==> config.mk <==
export PLATFORM = sky130hd
export DESIGN_NAME = erxpo_regs
export DESIGN_NICKNAME = d
export VERILOG_FILES = /design/src/hdl/erxpo_pkg.sv /design/src/hdl/erxpo_regs.sv
export SDC_FILE = /design/constraint.sdc
export NUM_CORES = 1
export LEC_CHECK = 0
export ABC_AREA = 1
export BUFFER_PORTS_ARGS = -buffer_cell sky130_fd_sc_hd__buf_4
export CAP_MARGIN = 20
export CORE_MARGIN = 3
export CORE_UTILIZATION = 48
export CTS_BUF_LIST = sky130_fd_sc_hd__clkbuf_4
export DETAILED_ROUTE_END_ITERATION = 10
export GPL_TIMING_DRIVEN = 0
export PLACE_DENSITY = 0.76
export SKIP_LAST_GASP = 1
export SYNTH_ARGS = -nofsm -noshare
export SYNTH_HDL_FRONTEND = slang
export SYNTH_SLANG_ARGS = --single-unit
==> constraint.sdc <==
create_clock -name clk -period 2.3 [get_ports clk]
set_clock_uncertainty 0.1 [all_clocks]
set_input_delay 0.23 -clock clk [delete_from_list [all_inputs] [get_ports clk]]
set_output_delay 0.23 -clock clk [all_outputs]
set_load 0.01 [all_outputs]
==> src/hdl/erxpo_pkg.sv <==
/*
 Package for the receive pattern offset and station address register block.
 Holds register offsets, field positions, reset values and the bus request type.
 Assumes an APB slave with 32-bit data and byte-addressed, word-aligned registers.
*/
// Behaviour
// - Offset field is 16 bits in low half, zero at reset, upper half reads zero.
// - Offset feeds only the receive path, never transmit.
// - Station address bits 15:8 hold the octet sent second.
// - Station address bits 7:0 hold the first sent, most significant octet.
// - 16-bit and 32-bit accesses, incl. set/clear/invert aliases, work, except offset writes while receive is enabled with a nonzero mode; 8-bit ignored.
// - Station address loads from the factory value on the first clock after reset release.
package erxpo_pkg;
   localparam logic [11:0] OFS_MATCH_OFS = 12'h000;
   localparam logic [11:0] OFS_MATCH_OFS_CLR = 12'h004;
   localparam logic [11:0] OFS_MATCH_OFS_SET = 12'h008;
   localparam logic [11:0] OFS_MATCH_OFS_INV = 12'h00C;
   localparam logic [11:0] OFS_SA = 12'h010;
   localparam logic [11:0] OFS_SA_CLR = 12'h014;
   localparam logic [11:0] OFS_SA_SET = 12'h018;
   localparam logic [11:0] OFS_SA_INV = 12'h01C;
   localparam logic [11:0] OFS_CTRL = 12'h020;
   localparam int CTRL_RX_ENABLE_BIT = 0;
   localparam int CTRL_MODE_LSB = 8;
   localparam logic [15:0] MATCH_OFS_RESET = 16'h0000;
   localparam logic [31:0] CTRL_RESET = 32'h0000_0000;
   localparam logic [3:0] STRB_HALF_LO = 4'h3;
   localparam logic [3:0] STRB_HALF_HI = 4'hC;
   localparam logic [3:0] STRB_WORD = 4'hF;

   typedef enum {erxpo_op_write, erxpo_op_clr, erxpo_op_set, erxpo_op_inv} erxpo_op_t;

   typedef struct packed {
      logic [11:0] addr;
      logic write;
      logic [31:0] wdata;
      logic [3:0] strb;
   } erxpo_req_t;
endpackage : erxpo_pkg

==> src/hdl/erxpo_regs.sv <==
/*
 Register block: receive pattern match offset and low station address octets.
 Assumes an APB master on clk, and a factory station address stable at reset release.
*/
// Added by the designer: the placing of the registers and the APB register port.
`timescale 1ns/1ns
`default_nettype none
module erxpo_regs (
   // Clock and reset
   input wire logic clk,
   input wire logic resetn,
   // APB slave
   input wire logic psel,
   input wire logic penable,
   input wire logic pwrite,
   input wire logic [11:0] paddr,
   input wire logic [31:0] pwdata,
   input wire logic [3:0] pstrb,
   output logic [31:0] prdata,
   output logic pready,
   output logic pslverr,
   // Factory value
   input wire logic [15:0] factory_station_addr,
   // Receive path and transmit path outputs
   output logic [15:0] rx_pattern_match_offset,
   output logic [7:0] station_addr_octet_first,
   output logic [7:0] station_addr_octet_second
);
   erxpo_pkg::erxpo_req_t req;
   logic access;
   logic size_ok;
   logic [15:0] pattern_match_offset;
   logic [15:0] station_addr;
   logic [31:0] control;
   logic sa_loaded;
   logic receive_enable_bit;
   logic [3:0] pattern_match_mode_select;
   logic match_ofs_locked;
   logic [15:0] next_match_ofs;
   logic [15:0] next_sa;

   function automatic logic [15:0] apply_op(input logic [15:0] cur, input logic [15:0] wd,
                                            input logic [1:0] sel);
      unique case (sel)
         2'h0: apply_op = wd;
         2'h1: apply_op = cur & ~wd;
         2'h2: apply_op = cur | wd;
         2'h3: apply_op = cur ^ wd;
      endcase
   endfunction : apply_op

   assign req = '{addr: paddr, write: pwrite, wdata: pwdata, strb: pstrb};
   assign access = psel && penable;
   assign pready = 1'b1;
   assign pslverr = 1'b0;
   // Only a full word or an aligned half-word strobe is a legal size.
   assign size_ok = (req.strb == erxpo_pkg::STRB_WORD) || (req.strb == erxpo_pkg::STRB_HALF_LO)
                    || (req.strb == erxpo_pkg::STRB_HALF_HI);
   assign receive_enable_bit = control[erxpo_pkg::CTRL_RX_ENABLE_BIT];
   assign pattern_match_mode_select = control[erxpo_pkg::CTRL_MODE_LSB +: 4];
   assign match_ofs_locked = receive_enable_bit && (pattern_match_mode_select != 4'h0);

   // A high half-word strobe only touches reserved bits, so the offset and station address store nothing.
   always_comb begin
      next_match_ofs = apply_op(pattern_match_offset, req.wdata[15:0], req.addr[3:2]);
      next_sa = apply_op(station_addr, req.wdata[15:0], req.addr[3:2]);
   end

   always_ff @(posedge clk or negedge resetn) begin
      if (!resetn) begin
         pattern_match_offset <= erxpo_pkg::MATCH_OFS_RESET;
      end else if (access && req.write && size_ok && req.strb[0] && !match_ofs_locked
                   && req.addr[11:4] == erxpo_pkg::OFS_MATCH_OFS[11:4]) begin
         pattern_match_offset <= next_match_ofs;
      end
   end

   // The factory value is captured on the first clock after release, not by the reset itself.
   always_ff @(posedge clk or negedge resetn) begin
      if (!resetn) begin
         sa_loaded <= 1'b0;
      end else begin
         sa_loaded <= 1'b1;
      end
   end

   always_ff @(posedge clk) begin
      if (!sa_loaded) begin
         station_addr <= factory_station_addr;
      end else if (access && req.write && size_ok && req.strb[0]
                   && req.addr[11:4] == erxpo_pkg::OFS_SA[11:4]) begin
         station_addr <= next_sa;
      end
   end

   always_ff @(posedge clk or negedge resetn) begin
      if (!resetn) begin
         control <= erxpo_pkg::CTRL_RESET;
      end else if (access && req.write && size_ok && req.addr == erxpo_pkg::OFS_CTRL) begin
         control <= {20'h0_0000, req.wdata[11:8], 7'h00, req.wdata[0]};
      end
   end

   always_ff @(posedge clk or negedge resetn) begin
      if (!resetn) begin
         prdata <= 32'h0000_0000;
      end else if (psel && !penable && !pwrite) begin
         unique case (paddr)
            erxpo_pkg::OFS_MATCH_OFS: prdata <= {16'h0000, pattern_match_offset};
            erxpo_pkg::OFS_SA: prdata <= {16'h0000, station_addr};
            erxpo_pkg::OFS_CTRL: prdata <= control;
            default: prdata <= 32'h0000_0000;
         endcase
      end
   end

   // Offset goes to the receive matcher only; transmit uses the station address.
   assign rx_pattern_match_offset = pattern_match_offset;
   assign station_addr_octet_first = station_addr[7:0];
   assign station_addr_octet_second = station_addr[15:8];
endmodule : erxpo_regs
`default_nettype wire

==> flow_metrics.env, run 1 <==
export IMPL_slew_headroom_pct=52.5
export IMPL_placed_cells=790
export IMPL_setup_violations=0
export IMPL_fin_crit_sh_pct=88.3
export IMPL_initial_core_util_pct=49.4
export IMPL_outcome="finished, final reports clean"
export IMPL_syn2layout_area_growth_pct=25.4
export IMPL_path_clk_slew_ns=0.17
export IMPL_worst_ep_arrival_time_ns=2.08
export IMPL_r2r_slack_ns=0.27
export IMPL_layout_commonest_cell="nand2_1"
export IMPL_crit_path_end_kind="flop"
export IMPL_numPortBuffers=100
export IMPL_grt_pass1_vias=4287
export IMPL_row_count=34
export IMPL_critical_path_required_ns=2.35
export IMPL_hp_start="factory_station_addr[13]"
export IMPL_io_pins=135
export IMPL_viasPerCell=5.29
export IMPL_p_per_area_mw_per_mm2=369
export IMPL_grt_usage_pct=25.3
export IMPL_p_sw_share_pct=31.1
export IMPL_overflow=0
export IMPL_slew_viol_final=0
export IMPL_drt_pass1_iterations=5
export IMPL_hold_class="input pin to flop"
export IMPL_reg2reg_to="station_addr[0]"
export IMPL_synth_avg_cell_area_sq_um=7.68
export IMPL_cap_violations=0
export IMPL_num_fill_cells=824
export IMPL_worstReg2RegStart="sa_loaded"
export IMPL_vias=4255
export IMPL_drc=0
export IMPL_post_route_util_pct=62.0
export IMPL_synth_area_sq_mm=0.00433
export IMPL_switching_power_uw=624
export IMPL_wl_per_cell_um=15.8
export IMPL_synth_seq_area_share_pct=33.0
export IMPL_worstMarginPinSlew_ns=0.713
export IMPL_p_seq_share_pct=52.1
export IMPL_drt_initial_drc_count=286
export IMPL_internal_power_mw=1.38
export IMPL_drive_gt1_share_pct=22.1
export IMPL_power_share_clock_pct=23.7
export IMPL_max_freq_ghz=0.492
export IMPL_ant_nets=0
export IMPL_die_w_um=101
export IMPL_cts_setup_buffers=0
export IMPL_p_leak_nw=2.92
export IMPL_antenna_cells=0
export IMPL_cts_tree="yes"
export IMPL_htree_levels=2
export IMPL_post_place_ws_ns=0.263
export IMPL_core_sq_mm=0.00876
export IMPL_die_area_sq_mm=0.0102
export IMPL_ir_drop_mv=0.209
export IMPL_rsz0062_at_grt="no"
export IMPL_clock_sinks=54
export IMPL_numCtsBuffers=5
export IMPL_grt_start_max_net_pins=39
export IMPL_critical_path_max_fanout=13
export IMPL_stdcell_count=804
export IMPL_final_cell_mix="nand2_1, buf_4, ha_1, inv_1, dfrtp_1"
export IMPL_ys_types=24
export IMPL_power_mw=2.01
export IMPL_hpwl_um=9420
export IMPL_antenna_found_initial=0
export IMPL_finalWeightedCongestion=0.881
export IMPL_hold_depth=2
export IMPL_grt_pass1_wl_um=20500
export IMPL_fin_ws_ns=0.269
export IMPL_postRouteWirelength_um=12700
export IMPL_clockBufferDepth=2
export IMPL_ys_seq_elements=54
export IMPL_syn_inst=564
export IMPL_p_comb_share_pct=24.2
export IMPL_crit_type="flop to flop"
export IMPL_yosys_warnings=0
export IMPL_clkLatencyLatePin_ns=0.39
export IMPL_holdWs_ns=0.0178
export IMPL_die_h_um=101
export IMPL_root_buffer="clkbuf_4"
export IMPL_hold_viol=0
export IMPL_crit_path_start_kind="flop"
export IMPL_nets=828
export IMPL_r2r_cells=4
export IMPL_worstHoldEndpoint="station_addr[13]"
export IMPL_period_minus_slack_ns=2.03
==> Yosys cell counts <==
master | number | area (sq um)
nand2_4 | 1 | 11.3
o22a_1 | 8 | 70.1
buf_4 | 19 | 143
clkbuf_1 | 9 | 33.8
inv_2 | 1 | 3.75
nand2_1 | 202 | 758
o21ai_1 | 10 | 50.1
o21ai_0 | 16 | 80.1
nor3_2 | 1 | 10.0
buf_6 | 1 | 11.3
inv_1 | 61 | 229
nand3_1 | 36 | 180
ha_1 | 64 | 801
conb_1 | 2 | 7.51
buf_2 | 11 | 55.1
nand2_2 | 3 | 18.8
o211ai_1 | 8 | 60.1
nor2_1 | 25 | 93.8
o2111ai_1 | 16 | 140
edfxtp_1 | 16 | 480
dfrtp_1 | 38 | 951
nor2_4 | 7 | 78.8
nand4_1 | 1 | 6.26
a211oi_1 | 8 | 60.1
==> kinds of logic after synthesis <==
kind of cell	after synthesis	synth area share, %
AND/OR/NAND/NOR	276	26.7
flip-flops	54	33.0
adder cells (fa/ha/maj)	64	18.5
AO/OA/AOI/OAI	66	10.6
other	2	0.173
buffers and inverters	102	11.0
==> worst max-delay path, stage by stage (launching register included) <==
cell,delay [ns]
dfrtp_1,0.35
clkbuf_1,0.22
clkbuf_1,0.58
o21ai_2,0.30
buf_16,0.25
==> power groups by stage <==
stage	logic, mW	clock network (mW)	registers, mW
floorplan	0.250	0	1.07
global placement	0.445	0	1.06
detailed placement	0.474	0	1.06
CTS	0.485	0.479	1.05
global route	0.543	0.521	1.05
finish	0.486	0.475	1.05
==> stage by stage <==
stage	TNS (ns)	area, sq um
after floorplan	0	4400
after global placement	-10.85	5280
after detailed placement	0	5310
after CTS	0	5430
after global routing	0	5430
final	0	5430
==> metal layers <==
layer	share of wire (%)	track usage (%)	vias up
met5	0	0	-
met4	2.4	9.82	0
met3	8.9	4.29	24
met2	48	43.0	205
met1	41	31.9	1973
li1	-	-	2053
==> state kept, by name (all words and copies together), names as in the netlist <==
register and flops:
prdata 16, station_addr 16, control 5, sa_loaded 1, rx_pattern_match_offset 16
==> what timing repair did <==
item,CTS,global route
hold buffers,6,0
hold endpoints to repair,43,0
resized for setup,0,0
==> final cells by class <==
| type | instances | area, sq um | area share, % |
|---|---|---|---|
| tap | 108 | 135 | 2.49 |
| buffer | 40 | 243 | 4.47 |
| multi-input combinational | 425 | 2490 | 45.9 |
| timing repair buffer | 107 | 838 | 15.4 |
| sequential | 54 | 1430 | 26.3 |
| clock buffer | 7 | 52.6 | 0.967 |
| clock inverter | 1 | 6.26 | 0.115 |
| inverter | 62 | 233 | 4.28 |
==> worst max-delay path by stage <==
stage,startpoint,end,slack (ns),depth (start not counted)
6_report,sa_loaded,station_addr[0],0.27,4
3_3_place_gp,paddr[11],station_addr[15],-0.68,7
2_1_floorplan,paddr[11],station_addr[0],0.23,6
3_5_place_dp,paddr[9],station_addr[7],0.26,8
4_1_cts,sa_loaded,station_addr[0],0.24,4
5_1_grt,sa_loaded,station_addr[0],0.19,4
Note: power is estimated with default switching activity, not from simulation.
==> run 2: changes to the inputs <==
CAP_MARGIN = default   (was 20)
SETUP_SLACK_MARGIN = 0.4   (was default)
==> run 2 against run 1 <==
- worst setup slack better by 0.27 ns
- global-route usage up 0.54 points
- combinational power up 1%
- count of clock-buffer cells in the layout down 2
- utilization up 0.61 points
- largest cell class unchanged
- the run now ends with hold timing left
==> flow_metrics.env, run 2 (same netlist as run 1, synthesis figures left out) <==
export IMPL_clock_sinks=54
export IMPL_use_met3_pct=4.43
export IMPL_critical_path_required_ns=2.51
export IMPL_period_minus_slack_ns=1.76
export IMPL_drt_initial_drc_count=304
export IMPL_p_leak_nw=2.94
export IMPL_final_cell_mix="nand2_1, buf_4, ha_1, inv_1, dfrtp_1"
export IMPL_hpwl_um=9380
export IMPL_clkLatencyLatePin_ns=0.41
export IMPL_fin_crit_sh_pct=76.4
export IMPL_violations="hold timing"
export IMPL_drc=0
export IMPL_cap_violations=0
export IMPL_hold_class="input pin to flop"
export IMPL_htree_levels=2
export IMPL_worst_ep_arrival_time_ns=1.96
export IMPL_cts_tree="yes"
export IMPL_p_sw_share_pct=32.7
export IMPL_top_usage_layer="met2"
export IMPL_critical_path_max_fanout=10
export IMPL_worstMarginPinSlew_ns=0.748
export IMPL_die_h_um=101
export IMPL_die_w_um=101
export IMPL_cts_setup_buffers=0
export IMPL_slew_headroom_pct=49.9
export IMPL_initial_core_util_pct=49.4
export IMPL_numCtsBuffers=5
export IMPL_hold_viol=3
export IMPL_setup_violations=0
export IMPL_rsz0062_at_grt="no"
export IMPL_die_area_sq_mm=0.0102
export IMPL_p_per_area_mw_per_mm2=370
export IMPL_fin_ws_ns=0.542
export IMPL_placed_cells=789
export IMPL_nets=833
export IMPL_max_freq_ghz=0.569
export IMPL_switching_power_uw=663
export IMPL_finalWeightedCongestion=0.890
export IMPL_postRouteWirelength_um=13100
export IMPL_crit_top_cell="nand2_1"
export IMPL_post_place_ws_ns=-0.173
export IMPL_crit_path_start_kind="input pin"
export IMPL_numPortBuffers=100
export IMPL_grt_usage_pct=25.8
export IMPL_vias=4340
export IMPL_internal_power_mw=1.37
export IMPL_p_comb_share_pct=24.3
export IMPL_crit_type="input pin to flop"
export IMPL_grt_start_max_net_pins=39
export IMPL_root_buffer="clkbuf_4"
export IMPL_grt_use_met2_pct=42.2
export IMPL_ant_nets=0
export IMPL_grtUsageMet1_pct=34.4
export IMPL_power_share_clock_pct=24.1
export IMPL_multi_input_area_sq_mm=0.00251
export IMPL_num_fill_cells=794
export IMPL_row_count=34
export IMPL_overflow=0
export IMPL_critPathSlowestCell="dlygate4sd3_1"
export IMPL_slew_viol_final=0
export IMPL_grt_pass1_vias=4212
export IMPL_syn2layout_area_growth_pct=26.6
export IMPL_stdcell_count=809
export IMPL_grt_pass1_wl_um=20700
export IMPL_antenna_cells=0
export IMPL_slowest_delay_ns=0.59
export IMPL_ir_drop_mv=0.317
export IMPL_drt_pass1_iterations=5
export IMPL_io_pins=135
export IMPL_crit_path_end_kind="flop"
export IMPL_wl_per_cell_um=16.1
export IMPL_viasPerCell=5.36
export IMPL_drive_gt1_share_pct=22.1
export IMPL_cp_cell_sequence="buf_4 -> dlygate4sd3_1 -> nor3_4 -> inv_1 -> clkbuf_1 -> nand2_1 -> nand2_1"
export IMPL_path_clk_slew_ns=0.18
export IMPL_antenna_found_initial=0
export IMPL_regArea_sq_mm=0.00143
export IMPL_clockBufferDepth=2
export IMPL_layout_commonest_cell="nand2_1"
export IMPL_core_sq_mm=0.00876
export IMPL_outcome="complete, but fails checks"
export IMPL_holdWs_ns=-0.00578
export IMPL_p_seq_share_pct=51.6
==> run 2: cell types whose count changed in the layout (fill, tap and decap cells not counted) <==
cell,previous run,this run
nor3_4,0,1
buf_16,1,0
clkbuf_2,0,2
o21ai_4,0,1
o21ai_2,1,0
inv_4,1,0
nor3_2,1,0
clkbuf_4,7,5
clkinv_4,0,3
dlygate4sd3_1,6,12
clkbuf_1,9,7
==> run 2: critical path: cells and delay by family <==
kind | cells | cell delay [ns]
buffers and inverters | 4 | 1.22
and+or+nand+nor | 3 | 0.52
==> run 2: power by group through the flow <==
stage	combinational [mW]	sequential [mW]	clock, mW
final	0.492	1.05	0.489
after global routing	0.549	1.05	0.526
after CTS	0.489	1.05	0.499
after detailed placement	0.469	1.07	0
after global placement	0.446	1.06	0
after floorplan	0.251	1.07	0
==> run 2: path summary, 6_finish.rpt <==
path / startpoint / to / slack [ns] / cells past startpoint
hold reg to reg: prdata[12] / prdata[12] / 0.41 / 2
setup reg to reg: sa_loaded / station_addr[14] / 0.55 / 4
min in group asynchronous: resetn / prdata[8] / 0.22 / 2
max in group asynchronous: resetn / prdata[3] / 1.50 / 2
hold / removal: penable / prdata[13] / -0.006 / 4
setup / recovery: pwrite / prdata[1] / 0.54 / 7
==> run 2: timing repair <==
item,in CTS,in global routing
hold endpoints to repair,49,0
endpoints found under the setup margin,16,19
pin swaps,0,1
resized for setup,2,3
hold buffers,12,0
==> run 2: layer usage <==
metal	wire length, um	vias up
li1	-	2068
met1	5420	2039
met2	6180	208
met3	1140	25
met4	310	0
met5	0	-
==> run 2: final cells by class <==
type | count | area share (%)
tap | 108 | 2.46
clock inverter | 3 | 0.479
sequential | 54 | 26.1
inverter | 62 | 4.24
clock buffer | 5 | 0.684
timing repair buffer | 112 | 15.9
buffer | 40 | 4.47
multi-input combinational | 425 | 45.7
==> run 2: stage by stage <==
step | instance area (sq um) | hold WS, ns | power (mW) | TNS, ns | util [%]
finish | 5490 | -0.00578 | 2.03 | 0 | 62.6
detailed placement | 5290 | 0.148 | 1.53 | -2.76 | 60.3
global route | 5490 | 0.00421 | 2.13 | 0 | 62.6
floorplan | 4400 | -0.166 | 1.32 | 0 | -
CTS | 5480 | 0.00315 | 2.04 | 0 | 62.5
global placement | 5290 | 0.143 | 1.51 | -1.86 | 60.3
==> run 3: changes to the inputs <==
clock period = 1.65 ns   (was 2.3 ns; I/O delays follow)
==> run 3 against run 2 <==
- the run now ends clean
- sequential power grew 38%
- non-clock buffer count grew 82
- via count grew 11%
- count of clock-buffer cells in the layout grew 1
- die area is the same
- utilization grew 15 points
- critical path type is now flop to output port
- largest power group unchanged
==> flow_metrics.env, run 3 (same netlist as run 1, synthesis figures left out) <==
export IMPL_outcome="finished, final reports clean"
export IMPL_syn2layout_area_growth_pct=56.1
export IMPL_core_sq_mm=0.00876
export IMPL_numPortBuffers=100
export IMPL_crit_path_start_kind="flop"
export IMPL_worstSetupEndpoint="station_addr_octet_first[4]"
export IMPL_p_per_area_mw_per_mm2=462
export IMPL_initial_core_util_pct=49.4
export IMPL_die_area_sq_mm=0.0102
export IMPL_worstReg2RegStart="station_addr[10]"
export IMPL_row_count=34
export IMPL_viasPerCell=5.43
export IMPL_clkLatencyLatePin_ns=0.40
export IMPL_drt_pass1_iterations=5
export IMPL_hold_viol=0
export IMPL_drt_initial_drc_count=394
export IMPL_antenna_cells=0
export IMPL_ir_drop_mv=0.287
export IMPL_root_buffer="clkbuf_4"
export IMPL_crit_path_start="station_addr[4]"
export IMPL_clockBufferDepth=2
export IMPL_ant_nets=0
export IMPL_grt_pass1_vias=4702
export IMPL_drc=0
export IMPL_die_w_um=101
export IMPL_vias=4836
export IMPL_r2r_slack_ns=0.17
export IMPL_grt_usage_pct=28.9
export IMPL_hold_class="input pin to flop"
export IMPL_p_leak_nw=3.46
export IMPL_wl_per_cell_um=17.2
export IMPL_rsz0062_at_grt="yes"
export IMPL_cap_violations=0
export IMPL_critical_path_max_fanout=2
export IMPL_overflow=0
export IMPL_postRouteWirelength_um=15400
export IMPL_reg2reg_to="station_addr[10]"
export IMPL_clock_sinks=54
export IMPL_path_clk_slew_ns=0.17
export IMPL_max_freq_ghz=0.668
export IMPL_post_route_util_pct=77.2
export IMPL_worst_ep_arrival_time_ns=1.23
export IMPL_r2r_cells=6
export IMPL_grt_pass1_wl_um=23100
export IMPL_crit_path_end_kind="output port"
export IMPL_period_minus_slack_ns=1.50
export IMPL_slew_headroom_pct=55.6
export IMPL_io_pins=135
export IMPL_numCtsBuffers=5
export IMPL_layout_commonest_cell="nand2_1"
export IMPL_finalWeightedCongestion=0.865
export IMPL_htree_levels=2
export IMPL_post_place_ws_ns=-0.383
export IMPL_nets=915
export IMPL_antenna_found_initial=0
export IMPL_fin_crit_sh_pct=90.7
export IMPL_crit_type="flop to output port"
export IMPL_final_cell_mix="nand2_1, buf_4, buf_6, ha_1, inv_1"
export IMPL_worstMarginPinSlew_ns=0.665
export IMPL_grt_start_max_net_pins=39
export IMPL_setup_violations=0
export IMPL_drive_gt1_share_pct=38.7
export IMPL_critical_path_required_ns=1.38
export IMPL_die_h_um=101
export IMPL_fin_ws_ns=0.153
export IMPL_hpwl_um=9520
export IMPL_cts_tree="yes"
export IMPL_slew_viol_final=0
run 3: critical path: stages (launching register included):
cell	delay (ns)
edfxtp_1	0.43
buf_4	0.15
buf_6	0.11
buf_4	0.13
run 3: per-stage QoR:
step	TNS [ns]	power (mW)	area, sq um	hold WS (ns)	std cells
after floorplan	0	1.85	4450	-0.231	581
after global placement	-6.59	2.11	5340	0.0833	789
after detailed placement	-7.50	2.15	5340	0.0919	789
after CTS	0	3.00	6390	0.0257	876
after global routing	0	3.26	6760	0.0533	891
final	0	3.12	6760	0.0452	891
run 3: layout make-up:
class | instances | area (sq um)
multi-input combinational | 425 | 2790
fill | 590 | 2000
timing repair buffer | 194 | 1790
sequential | 54 | 1440
buffer | 40 | 310
inverter | 62 | 235
tap | 108 | 135
clock buffer | 6 | 45.0
clock inverter | 2 | 13.8
run 3: worst min path at each step:
stage / slack [ns] / to / cells after the start / startpoint
6_report: 0.05 / rx_pattern_match_offset[9] / 5 / pwdata[9]
5_1_grt: 0.05 / rx_pattern_match_offset[12] / 5 / pwdata[12]
4_1_cts: 0.03 / rx_pattern_match_offset[7] / 5 / pwdata[7]
3_5_place_dp: 0.09 / prdata[12] / 1 / resetn
3_3_place_gp: 0.08 / prdata[10] / 1 / resetn
2_1_floorplan: -0.23 / control[0] / 0 / resetn
run 3: repair_timing:
item                                    4_1_cts  5_1_grt
setup buffers                                54       15
endpoints found under the setup margin       92      101
pin swaps                                    27       23
cloned                                        2        0
endpoints found under the hold margin        65        0
hold buffers                                 23        0
gates resized for setup                      92       70
run 3: layer usage:
layer | track usage [%] | up-vias | share of wire, %
met5 | 0 | - | 0
met4 | 13.0 | 0 | 4.3
met3 | 5.74 | 62 | 11
met2 | 48.9 | 290 | 47
met1 | 35.6 | 2250 | 38
li1 | - | 2234 | -
run 3: power by group:
group | internal (mW) | leakage, nW | switching (mW)
Clock | 0.185 | 0.0356 | 0.479
Combinational | 0.507 | 2.76 | 0.500
Sequential | 1.42 | 0.659 | 0.0289
Total | 2.12 | 3.46 | 1.01
